--- config.mk ---
export PLATFORM = sky130hd
export DESIGN_NAME = host_power_reset_watchdog
export DESIGN_NICKNAME = d
export VERILOG_FILES = /design/src/hdl/host_pwr_pkg.sv /design/src/hdl/pin_sync.sv /design/src/hdl/host_power_reset_watchdog.sv
export SDC_FILE = /design/constraint.sdc
export NUM_CORES = 1
export LEC_CHECK = 0
export ABC_CLOCK_PERIOD_IN_PS = 4900
export BUFFER_PORTS_ARGS = -buffer_cell sky130_fd_sc_hd__buf_2
export CAP_MARGIN = 20
export CORE_ASPECT_RATIO = 1.1
export CORE_MARGIN = 4
export CORE_UTILIZATION = 50
export CTS_BUF_LIST = sky130_fd_sc_hd__clkbuf_8
export CTS_CLUSTER_DIAMETER = 100
export DETAILED_ROUTE_END_ITERATION = 7
export PLACE_DENSITY = 0.72
export REMOVE_ABC_BUFFERS = 1
export SETUP_SLACK_MARGIN = 0.02
export SYNTH_ARGS = -nofsm -noshare
export SYNTH_HDL_FRONTEND = slang
export SYNTH_HIERARCHICAL = 1
export SYNTH_SLANG_ARGS = --single-unit
--- constraint.sdc ---
create_clock -name i_sys_clk -period 4.9 [get_ports i_sys_clk]
set_input_delay 0.245 -clock i_sys_clk [delete_from_list [all_inputs] [get_ports i_sys_clk]]
set_output_delay 0.245 -clock i_sys_clk [all_outputs]
set_load 0.05 [all_outputs]
--- src/hdl/host_pwr_pkg.sv ---
// Constants, field layouts and carrier types for the host power/reset watchdog
package host_pwr_pkg;

  ////////////////////////////////////////////////////////////////////////////
  // Timing
  localparam int CLK_PERIOD_NS = 20;
  localparam int TICK_PERIOD_NS = 31_250_000;
  localparam int TICK_CYCLES = TICK_PERIOD_NS / CLK_PERIOD_NS;
  localparam int TICK_W = 21;
  localparam int TICKS_PER_SEC = 32;
  localparam int HOLD_SEC = 4;
  localparam int HOLD_TICKS = HOLD_SEC * TICKS_PER_SEC;
  localparam int PRESS_MS = 250;
  localparam int PRESS_TICKS = (PRESS_MS * TICKS_PER_SEC) / 1000;
  localparam int RESET_PULSE_SEC = 1;
  localparam int RESET_PULSE_TICKS = RESET_PULSE_SEC * TICKS_PER_SEC;
  localparam int EXTRA_HOLD_SEC = 5;
  localparam int EXTRA_HOLD_TICKS = EXTRA_HOLD_SEC * TICKS_PER_SEC;
  localparam int REBOOT_TICKS = 1;

  ////////////////////////////////////////////////////////////////////////////
  // Function mask bit positions
  localparam int MASK_AUTO_POL = 0;
  localparam int MASK_RST_INV = 1;
  localparam int MASK_PWR_INV = 2;
  localparam int MASK_BLANK = 4;
  localparam int MASK_KEY_RESET = 5;
  localparam int MASK_KEY_WAKE = 6;
  localparam int MASK_KEY_OFF = 7;

  ////////////////////////////////////////////////////////////////////////////
  // Register map and field positions
  localparam int ADDR_W = 4;
  localparam logic [3:0] ADDR_SWITCH_CFG = 4'h0;
  localparam logic [3:0] ADDR_WDOG = 4'h1;
  localparam logic [3:0] ADDR_STATUS = 4'h2;
  localparam logic [3:0] ADDR_ACK = 4'h3;
  localparam int CFG_MASK_LSB = 0;
  localparam int CFG_LEN_LSB = 8;
  localparam int CFG_LEN_VALID = 16;
  localparam int CFG_SENSE_VALID = 17;
  localparam int CFG_SENSE_SEL = 18;
  localparam int STAT_MASK_LSB = 0;
  localparam int STAT_WDOG_LSB = 8;
  localparam int STAT_SENSE_SEL = 16;
  localparam int STAT_LEN_LSB = 20;
  localparam int STAT_TYPE_LSB = 24;

  ////////////////////////////////////////////////////////////////////////////
  // Codes and reset values
  localparam logic [7:0] ACK_SWITCH_CFG = 8'h5C;
  localparam logic [7:0] ACK_WDOG = 8'h5D;
  localparam logic [7:0] STATUS_TYPE = 8'h5E;
  localparam logic [3:0] STATUS_LEN = 4'hF;
  localparam logic [7:0] PULSE_HOLD = 8'hFF;
  localparam logic [7:0] RST_MASK = 8'h00;
  localparam logic [7:0] RST_PULSE_LEN = 8'h20;
  localparam logic RST_SENSE_SEL = 1'b1;

  typedef enum logic [2:0] {
    ST_IDLE = 3'b000,
    ST_RST_PULSE = 3'b001,
    ST_WAKE_PULSE = 3'b010,
    ST_OFF_PULSE = 3'b011,
    ST_OFF_EXTEND = 3'b100,
    ST_REBOOT = 3'b101
  } state_t;

  typedef struct packed {
    logic wr;
    logic rd;
    logic [3:0] addr;
    logic [31:0] wdata;
  } bus_req_t;

  typedef struct packed {
    logic confirm;
    logic cancel;
    logic sense_pin;
    logic aux_detect;
    logic rst_line;
    logic pwr_line;
  } pins_in_t;

  typedef struct packed {
    logic out;
    logic oe;
  } line_t;

endpackage

--- src/hdl/pin_sync.sv ---
// Two-stage synchroniser for all asynchronous pin inputs
`timescale 1ns/1ns
module pin_sync
  import host_pwr_pkg::*;
(
  // Clock, reset and enable
  input wire logic i_sys_clk,
  input wire logic i_rst,
  input wire logic i_clk_en,
  // Raw and synchronised pins
  input wire host_pwr_pkg::pins_in_t i_pins,
  output host_pwr_pkg::pins_in_t o_pins
);

  typedef struct packed {
    pins_in_t meta;
    pins_in_t sync;
  } sync_state_t;

  sync_state_t s_q;
  sync_state_t s_d;

  always_comb begin
    s_d = s_q;
    s_d.meta = i_pins;
    s_d.sync = s_q.meta;
  end

  // Follows the pins through reset, so sense and line levels are settled on release
  always_ff @(posedge i_sys_clk) begin
    if (i_rst || i_clk_en) begin
      s_q <= s_d;
    end
  end

  assign o_pins = s_q.sync;

endmodule

--- src/hdl/host_power_reset_watchdog.sv ---
// Host power switch, reset line and watchdog controller
// Summary of operation
// - Both lines float when idle; driven to active level only during a pulse.
// - Mask bit0 auto polarity, bit1 reset drives high, bit2 power drives high.
// - Key-reset enabled, host up: confirm held 4 s pulses reset 1 s, then reboot.
// - After a key reset pulse, register writes are ignored until reboot ends.
// - Wake enabled, host down: confirm 0.25 s pulses power line, then reboot.
// - Shutdown enabled, host up: cancel held 4 s pulses power line configured length.
// - Cancel still held after shutdown pulse keeps driving, at most 5 s more.
// - Mask bit4 blanks display and backlight while host sense is low.
// - Sense select 1 (default) uses aux supply detect, 0 uses sense pin.
// - Device stays active while host is off; sense rising reboots the device.
// - Mask bit5 key reset, bit6 key wake, bit7 key shutdown enable.
// - Pulse length in 1/32 s units; 255 holds until host power changes.
// - Watchdog 0 disables, 1-255 seconds; expiry pulses the host reset.
// - Watchdog off at power-up and after it has fired until rearmed.
// - Watchdog command carries one timeout byte, acknowledged with 0x5D.
// - Status readback tags 0x5E, 15 bytes: mask, watchdog count, sense select.
`timescale 1ns/1ns
module host_power_reset_watchdog
  import host_pwr_pkg::*;
#(
  parameter int TICK_CYCLES_P = host_pwr_pkg::TICK_CYCLES
)
(
  // Clock, reset, enable
  input wire logic i_sys_clk,
  input wire logic i_rst,
  input wire logic i_clk_en,
  // Register port
  input wire logic i_wr,
  input wire logic i_rd,
  input wire logic [3:0] i_addr,
  input wire logic [31:0] i_wdata,
  output logic [31:0] o_rdata,
  // Command acknowledge
  output logic o_ack_valid,
  output logic [7:0] o_ack_type,
  // Keys and sense inputs
  input wire logic i_key_confirm,
  input wire logic i_key_cancel,
  input wire logic i_sense_pin,
  input wire logic i_aux_supply_detect,
  // Host reset line (open drain)
  input wire logic i_rst_line_i,
  output logic o_rst_line_o,
  output logic o_rst_line_oe,
  // Host power switch line (open drain)
  input wire logic i_pwr_line_i,
  output logic o_pwr_line_o,
  output logic o_pwr_line_oe,
  // Device-side effects
  output logic o_display_blank,
  output logic o_backlight_off,
  output logic o_self_restart,
  output logic o_cmd_locked
);
  import host_pwr_pkg::*;

  ////////////////////////////////////////////////////////////////////////////
  // State
  typedef struct packed {
    state_t state;
    logic [TICK_W-1:0] tick_cnt;
    logic tick;
    logic [7:0] confirm_cnt;
    logic [7:0] cancel_cnt;
    logic [7:0] pulse_cnt;
    logic [7:0] extend_cnt;
    logic hold_sense;
    logic reboot_after;
    logic [7:0] mask;
    logic [7:0] pulse_len;
    logic sense_sel;
    logic [7:0] wd_count;
    logic [4:0] wd_sub;
    logic sense_prev;
    logic idle_rst_lvl;
    logic idle_pwr_lvl;
    line_t rst_line;
    line_t pwr_line;
    logic [31:0] rdata;
    logic ack_valid;
    logic [7:0] ack_type;
    logic self_restart;
    logic blank;
  } ctl_state_t;

  ctl_state_t s_q;
  ctl_state_t s_d;
  pins_in_t pins_raw;
  pins_in_t sy;
  bus_req_t req;
  logic sense;
  logic rst_lvl;
  logic pwr_lvl;
  logic locked;
  logic [7:0] eff_len;
  logic pulse_done;

  assign req = '{wr: i_wr, rd: i_rd, addr: i_addr, wdata: i_wdata};
  assign pins_raw = '{confirm: i_key_confirm, cancel: i_key_cancel, sense_pin: i_sense_pin,
                      aux_detect: i_aux_supply_detect, rst_line: i_rst_line_i,
                      pwr_line: i_pwr_line_i};

  pin_sync u_pin_sync (
    .i_sys_clk(i_sys_clk),
    .i_rst(i_rst),
    .i_clk_en(i_clk_en),
    .i_pins(pins_raw),
    .o_pins(sy)
  );

  ////////////////////////////////////////////////////////////////////////////
  // Next state
  always_comb begin
    s_d = s_q;
    s_d.tick = 1'b0;
    s_d.ack_valid = 1'b0;
    s_d.self_restart = 1'b0;
    s_d.rdata = '0;

    // Common 1/32 s tick
    if (s_q.tick_cnt == TICK_W'(TICK_CYCLES_P - 1)) begin
      s_d.tick_cnt = '0;
      s_d.tick = 1'b1;
    end else begin
      s_d.tick_cnt = s_q.tick_cnt + 1'b1;
    end

    sense = s_q.sense_sel ? sy.aux_detect : sy.sense_pin;
    s_d.sense_prev = sense;
    s_d.blank = s_q.mask[MASK_BLANK] & ~sense;

    // Active level: auto drives opposite to the idle level seen on the line
    rst_lvl = s_q.mask[MASK_AUTO_POL] ? ~s_q.idle_rst_lvl : s_q.mask[MASK_RST_INV];
    pwr_lvl = s_q.mask[MASK_AUTO_POL] ? ~s_q.idle_pwr_lvl : s_q.mask[MASK_PWR_INV];

    eff_len = (s_q.pulse_len == 8'h00) ? RST_PULSE_LEN : s_q.pulse_len;
    if (eff_len == PULSE_HOLD) begin
      pulse_done = (sense != s_q.hold_sense);
    end else begin
      pulse_done = s_q.tick && (s_q.pulse_cnt <= 8'h01);
    end
    locked = (s_q.state == ST_REBOOT);

    // Key hold timers count only in idle
    if (s_q.state != ST_IDLE) begin
      s_d.confirm_cnt = '0;
      s_d.cancel_cnt = '0;
    end else if (s_q.tick) begin
      if (!sy.confirm) begin
        s_d.confirm_cnt = '0;
      end else if (s_q.confirm_cnt != 8'hFF) begin
        s_d.confirm_cnt = s_q.confirm_cnt + 1'b1;
      end
      if (!sy.cancel) begin
        s_d.cancel_cnt = '0;
      end else if (s_q.cancel_cnt != 8'hFF) begin
        s_d.cancel_cnt = s_q.cancel_cnt + 1'b1;
      end
    end

    if (s_q.tick && s_q.state != ST_IDLE && s_q.pulse_cnt != 8'h00) begin
      s_d.pulse_cnt = s_q.pulse_cnt - 1'b1;
    end

    case (s_q.state)
      ST_IDLE: begin
        s_d.idle_rst_lvl = sy.rst_line;
        s_d.idle_pwr_lvl = sy.pwr_line;
        if (s_q.tick && s_q.wd_count != 8'h00) begin
          s_d.wd_sub = s_q.wd_sub + 1'b1;
          if (s_q.wd_sub == 5'h1F) begin
            s_d.wd_count = s_q.wd_count - 1'b1;
          end
        end
        if (s_q.tick && s_q.wd_count == 8'h01 && s_q.wd_sub == 5'h1F) begin
          // Expiry leaves the count at zero, so it stays off until rearmed
          s_d.state = ST_RST_PULSE;
          s_d.pulse_cnt = 8'(RESET_PULSE_TICKS);
          s_d.reboot_after = 1'b0;
        end else if (sense && !s_q.sense_prev) begin
          s_d.state = ST_REBOOT;
          s_d.pulse_cnt = 8'(REBOOT_TICKS);
        end else if (s_q.mask[MASK_KEY_RESET] && sense &&
                     s_q.confirm_cnt >= 8'(HOLD_TICKS)) begin
          s_d.state = ST_RST_PULSE;
          s_d.pulse_cnt = 8'(RESET_PULSE_TICKS);
          s_d.reboot_after = 1'b1;
        end else if (s_q.mask[MASK_KEY_WAKE] && !sense &&
                     s_q.confirm_cnt >= 8'(PRESS_TICKS)) begin
          s_d.state = ST_WAKE_PULSE;
          s_d.pulse_cnt = eff_len;
          s_d.hold_sense = sense;
        end else if (s_q.mask[MASK_KEY_OFF] && sense &&
                     s_q.cancel_cnt >= 8'(HOLD_TICKS)) begin
          s_d.state = ST_OFF_PULSE;
          s_d.pulse_cnt = eff_len;
          s_d.hold_sense = sense;
        end
      end
      ST_RST_PULSE: begin
        if (s_q.tick && s_q.pulse_cnt <= 8'h01) begin
          if (s_q.reboot_after) begin
            s_d.state = ST_REBOOT;
            s_d.pulse_cnt = 8'(REBOOT_TICKS);
          end else begin
            s_d.state = ST_IDLE;
          end
        end
      end
      ST_WAKE_PULSE: begin
        if (pulse_done) begin
          s_d.state = ST_REBOOT;
          s_d.pulse_cnt = 8'(REBOOT_TICKS);
        end
      end
      ST_OFF_PULSE: begin
        if (pulse_done) begin
          if (sy.cancel) begin
            s_d.state = ST_OFF_EXTEND;
            s_d.extend_cnt = 8'(EXTRA_HOLD_TICKS);
          end else begin
            s_d.state = ST_IDLE;
          end
        end
      end
      ST_OFF_EXTEND: begin
        if (s_q.tick) begin
          s_d.extend_cnt = s_q.extend_cnt - 1'b1;
        end
        if (!sy.cancel || (s_q.tick && s_q.extend_cnt <= 8'h01)) begin
          s_d.state = ST_IDLE;
        end
      end
      ST_REBOOT: begin
        if (s_q.tick) begin
          // Restart as from power-up; settings kept as the boot state
          s_d.state = ST_IDLE;
          s_d.self_restart = 1'b1;
          s_d.wd_count = '0;
          s_d.wd_sub = '0;
          s_d.reboot_after = 1'b0;
        end
      end
      default: begin
        s_d.state = ST_IDLE;
      end
    endcase

    // Lines float unless a pulse drives them
    s_d.rst_line.oe = (s_d.state == ST_RST_PULSE);
    s_d.rst_line.out = rst_lvl;
    s_d.pwr_line.oe = (s_d.state == ST_WAKE_PULSE) || (s_d.state == ST_OFF_PULSE) ||
                      (s_d.state == ST_OFF_EXTEND);
    s_d.pwr_line.out = pwr_lvl;

    //////////////////////////////////////////////////////////////////////////
    // Register writes
    if (req.wr && !locked) begin
      if (req.addr == ADDR_SWITCH_CFG) begin
        s_d.mask = req.wdata[CFG_MASK_LSB +: 8];
        if (req.wdata[CFG_LEN_VALID]) begin
          s_d.pulse_len = req.wdata[CFG_LEN_LSB +: 8];
        end
        if (req.wdata[CFG_SENSE_VALID]) begin
          s_d.sense_sel = req.wdata[CFG_SENSE_SEL];
        end
        s_d.ack_valid = 1'b1;
        s_d.ack_type = ACK_SWITCH_CFG;
      end else if (req.addr == ADDR_WDOG) begin
        s_d.wd_count = req.wdata[7:0];
        s_d.wd_sub = '0;
        s_d.ack_valid = 1'b1;
        s_d.ack_type = ACK_WDOG;
      end
    end

    // Register reads
    if (req.rd) begin
      if (req.addr == ADDR_SWITCH_CFG) begin
        s_d.rdata[CFG_MASK_LSB +: 8] = s_q.mask;
        s_d.rdata[CFG_LEN_LSB +: 8] = s_q.pulse_len;
        s_d.rdata[CFG_SENSE_SEL] = s_q.sense_sel;
      end else if (req.addr == ADDR_WDOG) begin
        s_d.rdata[7:0] = s_q.wd_count;
      end else if (req.addr == ADDR_STATUS) begin
        s_d.rdata[STAT_MASK_LSB +: 8] = s_q.mask;
        s_d.rdata[STAT_WDOG_LSB +: 8] = s_q.wd_count;
        s_d.rdata[STAT_SENSE_SEL] = s_q.sense_sel;
        s_d.rdata[STAT_LEN_LSB +: 4] = STATUS_LEN;
        s_d.rdata[STAT_TYPE_LSB +: 8] = STATUS_TYPE;
      end else if (req.addr == ADDR_ACK) begin
        s_d.rdata[7:0] = s_q.ack_type;
      end
    end
  end

  ////////////////////////////////////////////////////////////////////////////
  // Registers
  always_ff @(posedge i_sys_clk) begin
    if (i_rst) begin
      s_q <= '0;
      s_q.mask <= RST_MASK;
      s_q.pulse_len <= RST_PULSE_LEN;
      s_q.sense_sel <= RST_SENSE_SEL;
      s_q.idle_rst_lvl <= 1'b1;
      s_q.idle_pwr_lvl <= 1'b1;
      s_q.sense_prev <= 1'b1;
    end else if (i_clk_en) begin
      s_q <= s_d;
    end
  end

  assign o_rdata = s_q.rdata;
  assign o_ack_valid = s_q.ack_valid;
  assign o_ack_type = s_q.ack_type;
  assign o_rst_line_o = s_q.rst_line.out;
  assign o_rst_line_oe = s_q.rst_line.oe;
  assign o_pwr_line_o = s_q.pwr_line.out;
  assign o_pwr_line_oe = s_q.pwr_line.oe;
  assign o_display_blank = s_q.blank;
  assign o_backlight_off = s_q.blank;
  assign o_self_restart = s_q.self_restart;
  assign o_cmd_locked = (s_q.state == ST_REBOOT);

endmodule

# Word-level counts from Yosys, hierarchy flattened
# Cells that the tools add are included.
dict set report classes {
  shift 0
  add_sub_neg 7
  bitwise 7
  eq_ne 27
  n_reduce_logical 44
  muxes 73
  n_mul 0
  order_cmp 5
  n_div 0
}
# op count
set op_table {}
lappend op_table {{$mux W8} 21}
lappend op_table {{$mux W13} 5}
lappend op_table {{$mux W16} 3}
lappend op_table {{$mux W9} 5}
lappend op_table {{$mux W11} 4}
lappend op_table {{$mux W3} 12}
lappend op_table {{$pmux W13 S2} 1}
lappend op_table {{$pmux W8 S3} 1}
lappend op_table {{$sub A8 B1 Y8 const B} 3}
lappend op_table {{$add A21 B1 Y21 const B} 1}
lappend op_table {{$eq A21 B21 Y1 const B} 1}
lappend op_table {{$mux W21} 1}
lappend op_table {{$pmux W3 S6} 1}
lappend op_table {{$mux W17} 1}
lappend op_table {{$add A8 B1 Y8 const B} 2}
lappend op_table {{$ge A8 B8 Y1 const B} 2}
lappend op_table {{$le A8 B1 Y1 const B} 2}
lappend op_table {{$mux W1} 16}
lappend op_table {{$ne A8 B8 Y1 const B} 2}
lappend op_table {{$pmux W8 S2} 1}
lappend op_table {{$reduce_bool A8 Y1} 2}
lappend op_table {{$logic_and A1 B1 Y1} 15}
lappend op_table {{$eq A3 B2 Y1 const B} 4}
lappend op_table {{$ne A3 B3 Y1 const B} 4}
lappend op_table {{27 further kinds} 53}
dict set report word_totals {
  ram_bits 0
  register_bits 149
  rom_bits 0
  latch_bits 0
  word_cells 201
  memories 0
}

# Logic depth before layout (Yosys ltp)
# Gate-level depths: netlist of run 1.
dict set report depth {
  ltp_word 12
  mapped_depth 9
  depth_no_buf 9
}

# By module
# Netlist of run 1, hierarchy kept.
# module cells_each instances area_each_um2
set modules_own_cells {}
lappend modules_own_cells {host_power_reset_watchdog 844 1 6601.3}
lappend modules_own_cells {pin_sync 13 1 366.6}

# Worst setup path after synthesis of run 1
# OpenSTA, ideal clock, no wires.
dict set report synth_path {
  path_type {flip-flop to flip-flop}
  start {register s_q[94] (netlist name)}
  end {register s_q[93] (netlist name)}
  setup_time_ps 116
  stages_incl_launch_ff 7
  slack_ps 2504
  path_buffers 0
  t_arrival_ps 2281
  cell_sequence {dfxtp_1 or4_4 or3_4 o31a_1 a2111oi_4 a221oi_2 a31o_1}
}
dict set report synth_via {
  elab_chain_len 9
}
# item line_no
set synth_rtl {}
lappend synth_rtl {{start, declared} host_power_reset_watchdog.sv:89} ;# ctl_state_t s_q;
lappend synth_rtl {{$reduce_bool A8 Y1} host_power_reset_watchdog.sv:164} ;# if (s_q.tick && s_q.state != ST_IDLE && s_q.pulse_cnt != 8'h00) begin
lappend synth_rtl {{$logic_and A1 B1 Y1} host_power_reset_watchdog.sv:164}
lappend synth_rtl {{$mux W8} host_power_reset_watchdog.sv:164}
lappend synth_rtl {{$mux W8} host_power_reset_watchdog.sv:196} ;# end else if (s_q.mask[MASK_KEY_OFF] && sense &&
lappend synth_rtl {{$mux W8} host_power_reset_watchdog.sv:191} ;# end else if (s_q.mask[MASK_KEY_WAKE] && !sense &&
lappend synth_rtl {{$mux W8} host_power_reset_watchdog.sv:186} ;# end else if (s_q.mask[MASK_KEY_RESET] && sense &&
lappend synth_rtl {{$mux W8} host_power_reset_watchdog.sv:183} ;# end else if (sense && !s_q.sense_prev) begin
lappend synth_rtl {{$mux W8} host_power_reset_watchdog.sv:178} ;# if (s_q.tick && s_q.wd_count == 8'h01 && s_q.wd_sub == 5'h1F) begin
lappend synth_rtl {{$pmux W8 S3 (*)} host_power_reset_watchdog.sv:168} ;# case (s_q.state)
# Every way passes the cells marked *; elsewhere a longest branch is shown, timed or not.
# A chain may end at the register's enable or synchronous reset.

# Worst setup path after layout of run 1
dict set report layout_path {
  start {register s_q[50] (netlist name)}
  end {register s_q[93] (netlist name)}
}
dict set report layout_via {
  elab_chain_len 4
}
# item line_no
set layout_rtl {}
lappend layout_rtl {{$eq A5 B5 Y1} host_power_reset_watchdog.sv:178}
lappend layout_rtl {{$logic_and A1 B1 Y1} host_power_reset_watchdog.sv:178}
lappend layout_rtl {{$mux W8} host_power_reset_watchdog.sv:178}
lappend layout_rtl {{$pmux W8 S3} host_power_reset_watchdog.sv:168}
# Every way passes these cells.

==> impl_metrics.env, run 1 <==
export IMPL_rsz0062_at_grt="no"
export IMPL_core_area_mm2=0.01343
export IMPL_grt_pass1_wl_mm=28.72
export IMPL_totalWireLength_mm=17.30
export IMPL_drive_above_1_share_pct=15.48
export IMPL_area_growth_pct=9.786
export IMPL_vias=6272
export IMPL_grt_pass1_vias=5714
export IMPL_whs_ns=0.04217
export IMPL_crit_type="reg -> reg"
export IMPL_setup_viol=0
export IMPL_clock_sinks=132
export IMPL_cts_buffer_depth=2
export IMPL_critPathLaunchType="register"
export IMPL_ff2ff_setup_slack_ns=2.06
export IMPL_die_h_um=131.8
export IMPL_ys_top_cells_by_area="dfxtp_1, edfxtp_1, a21oi_1, nand2_1, nor2_1"
export IMPL_io_pin_count=96
export IMPL_synth_cells=857
export IMPL_yosysMostFrequentCell="dfxtp_1"
export IMPL_seq_area_frac_synth_pct=39.65
export IMPL_max_freq_mhz=352.6
export IMPL_slew_headroom_pct=43.18
export IMPL_drc_errors=0
export IMPL_status="completed"
export IMPL_wl_per_cell_um=15.99
export IMPL_grt_overflow_total=0
export IMPL_port_buffers=74
export IMPL_hold_violations=0
export IMPL_synth_seq_cells=132
export IMPL_ys_warn_count=6
export IMPL_viasPerCell=5.797
export IMPL_maxCapViolations=0
export IMPL_track_usage_pct=21.97
export IMPL_n_fill_cell=1289
export IMPL_clock_latency_ns=0.45
export IMPL_hpwlAfterDp_mm=11.88
export IMPL_post_route_min_period_ns=2.836
export IMPL_synth_area_mm2=0.006968
export IMPL_diodes=0
export IMPL_die_area_mm2=0.01589
export IMPL_finClkSkew_ns=0.01065
export IMPL_power_density_mw_per_mm2=300.6
export IMPL_htree_levels=4
export IMPL_gp_congestion=0.8682
export IMPL_worst_slew_pin_slew_ns=0.8451
export IMPL_crit_arrival_ns=3.18
export IMPL_cts_tree="done"
export IMPL_synthTopCellsByCount="dfxtp_1, nand2_1, nor2_1"
export IMPL_antenna_found_initial=0
export IMPL_avgSynthCellArea_um2=8.131
export IMPL_drt_iter0_drc=520
export IMPL_ant_nets=0
export IMPL_leakage_uw=0.002797
export IMPL_hold_class="in -> reg"
export IMPL_crit_fanout=7
export IMPL_synth_main_ff_cell="dfxtp_1"
export IMPL_cp_required_ns=5.24
export IMPL_synth_largest_area_cell="dfxtp_1"
export IMPL_start_util_pct=51.87
export IMPL_drv_slew=0
export IMPL_ir_drop_uv=251.7
export IMPL_grt_start_max_net_pins=44
export IMPL_path_clk_slew_ns=0.08
export IMPL_async_flop_share_pct=0
export IMPL_synth_top_cell_area_share_pct=34.48
export IMPL_total_power_uw=2299
export IMPL_timing_setup_tns_ns=0
export IMPL_finalCritPeriodShare_pct=57.88
export IMPL_firstDrtPassIters=6
export IMPL_synth_cell_types=76
export IMPL_synth_edf_count=12
export IMPL_nets=946
export IMPL_row_count=44
export IMPL_cts_buffers=17
export IMPL_die_w_um=120.6
export IMPL_clockRootBuffer="clkbuf_8"
export IMPL_critPathCaptureType="register"
export IMPL_cts_resized_gates=0
## state kept, by name, summed over array words and instances (netlist names)
signal             cells
o_backlight_off        1
o_pwr_line_oe          1
o_ack_valid            1
o_ack_type             2
u_pin_sync/s_d         6
u_pin_sync/o_pins      6
o_pwr_line_o           1
o_rdata               19
o_rst_line_oe          1
o_self_restart         1
s_q                   92
o_rst_line_o           1
## cells by family after synthesis
logic type,Yosys count,share of synthesized area (%)
simple gates,345,23.81
flops,132,39.65
mux,6,0.8619
xor+xnor,36,4.525
buf+inv,117,8.637
other cells,1,0.05382
compound gates,206,19.95
fa+ha+maj,14,2.514
## through the flow
stage          instances  setup WS (ns)  utilization, %  instance area (um^2)
4_1_cts             1082          2.073           56.95                  7650
2_1_floorplan        778          1.301               -                  6509
3_3_place_gp        1044          2.103           53.41                  7174
6_report            1082          2.064           56.95                  7650
5_1_grt             1082          1.856           56.95                  7650
3_5_place_dp        1044          2.106           53.41                  7174
## report_power, final
part,total [uW],switching (uW),internal [uW]
Clock,966,459,506
Sequential,1130,22.1,1110
Combinational,200,139,60.6
Total,2300,621,1680
## routing by layer
metal	routed length [um]	vias up	GRT usage, %	part of all wire, %
met1	7798	2946	30.56	45
met2	8112	212	34.48	47
met5	0	-	0	0
li1	-	3095	-	-
met4	218	0	5.416	1.3
met3	1169	19	5.322	6.8
## area by class of cell
| type | count | area (um^2) | area share (%) |
|---|---|---|---|
| inverters | 31 | 116.4 | 1.521 |
| clock inverters | 15 | 181.4 | 2.372 |
| well taps | 184 | 230.2 | 3.009 |
| repair buffers | 88 | 490.5 | 6.412 |
| flip-flops and latches | 132 | 2763 | 36.11 |
| clock buffers | 17 | 234.0 | 3.059 |
| multi-input cells | 615 | 3635 | 47.51 |
## timing repair
item                      in CTS  in global routing
setup buffers                  0                  0
hold endpoints to repair       6                  0
hold buffers                   6                  0
## critical path, stage by stage (launching register included)
cell       delay, ns
dfxtp_1         0.42
ha_1            0.22
and3_1          0.17
ha_1            0.26
nand3_1         0.14
o31ai_2         0.37
nor3b_1         0.15
a2111oi_4       0.65
a221oi_2        0.16
a31o_1          0.20
## path summary, 6_finish.rpt
kind / start / to / cells after the start
max: s_q[50] / s_q[93] / 9
min: i_wdata[18] / s_q[63] / 3
max reg2reg: s_q[50] / s_q[93] / 9
min reg2reg: u_pin_sync/s_d[2] / u_pin_sync/o_pins[2] / 0
## cell usage in the layout (no fill, tap or decap), types with 5 or more instances in the layout
master,instances
or2_2,6
nand4_1,16
clkbuf_8,17
o31ai_1,7
inv_1,31
or4_1,8
and3_1,8
nor2_1,94
ha_1,14
o221ai_1,12
buf_4,8
a31oi_1,13
nand3_1,45
o21ai_0,32
nor4_1,12
nor3_1,22
a21oi_1,71
mux2i_1,6
a311oi_1,5
dlygate4sd3_1,6
clkinv_4,5
xnor2_1,16
dfxtp_1,120
edfxtp_1,12
nand2_1,94
o2111ai_1,5
a22oi_1,7
or3_1,12
conb_1,8
o32ai_1,5
xor2_1,20
buf_2,74
(Power assumes the default switching activity.)
==> run 2: changes to the inputs <==
Settings changed: ABC_CLOCK_PERIOD_IN_PS 4900 to 2400, PLACE_DENSITY 0.72 to 0.75.
Clock period 4.9 ns to 2.4 ns, I/O delays scaled along.
==> impl_metrics.env, run 2 (same netlist as run 1, synthesis figures left out) <==
export IMPL_grt_pass1_vias=6174
export IMPL_regMostFlops="s_q"
export IMPL_area_growth_pct=22.09
export IMPL_hpwlAfterDp_mm=12.80
export IMPL_final_common_cell="dfxtp_1"
export IMPL_vias=6698
export IMPL_critPathLaunchType="register"
export IMPL_maxCapViolations=0
export IMPL_track_usage_pct=22.94
export IMPL_crit_fanout=7
export IMPL_grt_overflow_total=0
export IMPL_grt_start_max_net_pins=51
export IMPL_dp_slack_ns=-0.03105
export IMPL_setup_viol=1
export IMPL_htree_levels=4
export IMPL_violations="setup timing"
export IMPL_cts_tree="done"
export IMPL_antenna_found_initial=0
export IMPL_multiInputGateArea_mm2=0.003684
export IMPL_viasPerCell=5.715
export IMPL_ant_nets=0
export IMPL_clock_sinks=132
export IMPL_drc_errors=0
export IMPL_finClkSkew_ns=0.008651
export IMPL_io_pin_count=96
export IMPL_leakage_uw=0.003255
export IMPL_drt_iter0_drc=556
export IMPL_post_route_min_period_ns=2.403
export IMPL_start_util_pct=51.87
export IMPL_path_clk_slew_ns=0.07
export IMPL_finalNonFillerCells=1172
export IMPL_port_buffers=74
export IMPL_slew_headroom_pct=61.29
export IMPL_gp_congestion=0.8993
export IMPL_die_area_mm2=0.01589
export IMPL_core_area_mm2=0.01343
export IMPL_clockRootBuffer="clkbuf_8"
export IMPL_rsz0062_at_grt="yes"
export IMPL_final_cell_mix="dfxtp_1, nand2_1, nor2_1, buf_2, a21oi_1"
export IMPL_wl_per_cell_um=15.75
export IMPL_finalCritPeriodShare_pct=100.1
export IMPL_max_freq_mhz=416.2
export IMPL_power_density_mw_per_mm2=575.3
export IMPL_row_count=44
export IMPL_hold_violations=0
export IMPL_drv_slew=0
export IMPL_clock_latency_ns=0.45
export IMPL_whs_ns=0.02229
export IMPL_die_w_um=120.6
export IMPL_crit_arrival_ns=2.74
export IMPL_grt_pass1_wl_mm=29.92
export IMPL_hold_class="in -> reg"
export IMPL_critPathCaptureType="register"
export IMPL_die_h_um=131.8
export IMPL_ir_drop_uv=385.5
export IMPL_dp_cells=1106
export IMPL_seq_area_mm2=0.002768
export IMPL_n_fill_cell=1157
export IMPL_diodes=0
export IMPL_cts_buffers=17
export IMPL_cts_buffer_depth=2
export IMPL_nets=1036
export IMPL_totalWireLength_mm=18.46
export IMPL_largest_reg_flops=92
export IMPL_drive_above_1_share_pct=21.66
export IMPL_setup_slack_ns=-0.002787
export IMPL_firstDrtPassIters=6
export IMPL_total_power_uw=4894
export IMPL_status="finished, violations left"
export IMPL_worst_slew_pin_slew_ns=0.5795
export IMPL_cp_required_ns=2.74
export IMPL_timing_setup_tns_ns=-0.002787
export IMPL_crit_type="reg -> reg"
run 2: cell count changes in the layout (fill, tap and decap cells not counted), moves of 3 or more:
cell / delta
dfxtp_1: -4
dlygate4sd3_1: +27
clkbuf_8: +4
inv_1: +3
dfxtp_2: +4
buf_4: +60
clkinv_4: -4
run 2: metrics by stage:
step                util [%]  cell area, um^2
floorplan                  -             6509
global placement       57.06             7665
detailed placement     57.06             7665
CTS                    62.93             8453
global route           63.33             8507
finish                 63.33             8507
run 2: worst max-delay path, stage by stage (launching register included):
cell       delay [ns]
dfxtp_2          0.33
or4_4            0.53
or3_4            0.34
o31a_1           0.27
a2111oi_4        0.33
buf_6            0.19
a21oi_2          0.04
a311o_1          0.26
run 2: path summary, 6_finish.rpt:
check	start	endpoint	slack (ns)	depth (start not counted)
worst max-delay path	s_q[95]	s_q[92]	-0.003	7
worst min-delay path	i_wdata[16]	s_q[70]	0.02	3
worst max register to register	s_q[95]	s_q[92]	-0.003	7
worst min register to register	u_pin_sync/s_d[5]	u_pin_sync/o_pins[5]	0.42	0
run 2: per-layer routing:
| layer | share of wire (%) | vias to the layer above | GRT usage [%] |
|---|---|---|---|
| li1 | - | 3271 | - |
| met1 | 43 | 3147 | 30.15 |
| met2 | 49 | 244 | 37.28 |
| met3 | 6.3 | 36 | 4.721 |
| met4 | 2.1 | 0 | 8.375 |
| met5 | 0 | - | 0 |
run 2: timing repair:
action	CTS	global route
endpoints found under the hold margin	29	0
hold buffers	33	0
resized for setup	4	14
pin swaps	2	9
setup endpoints to repair	4	33
setup buffers	0	1
run 2: power breakdown:
part / switching [uW] / internal [uW]
combinational: 320 / 189
clock: 849 / 1230
sequential: 33.5 / 2270
total: 1200 / 3690
run 2: cell type report:
type	instances	share of cell area (%)
multi-input combinational	615	43.30
sequential	132	32.53
timing repair buffer	178	14.84
clock buffer	21	3.398
tap	184	2.706
clock inverter	11	1.853
inverter	31	1.368
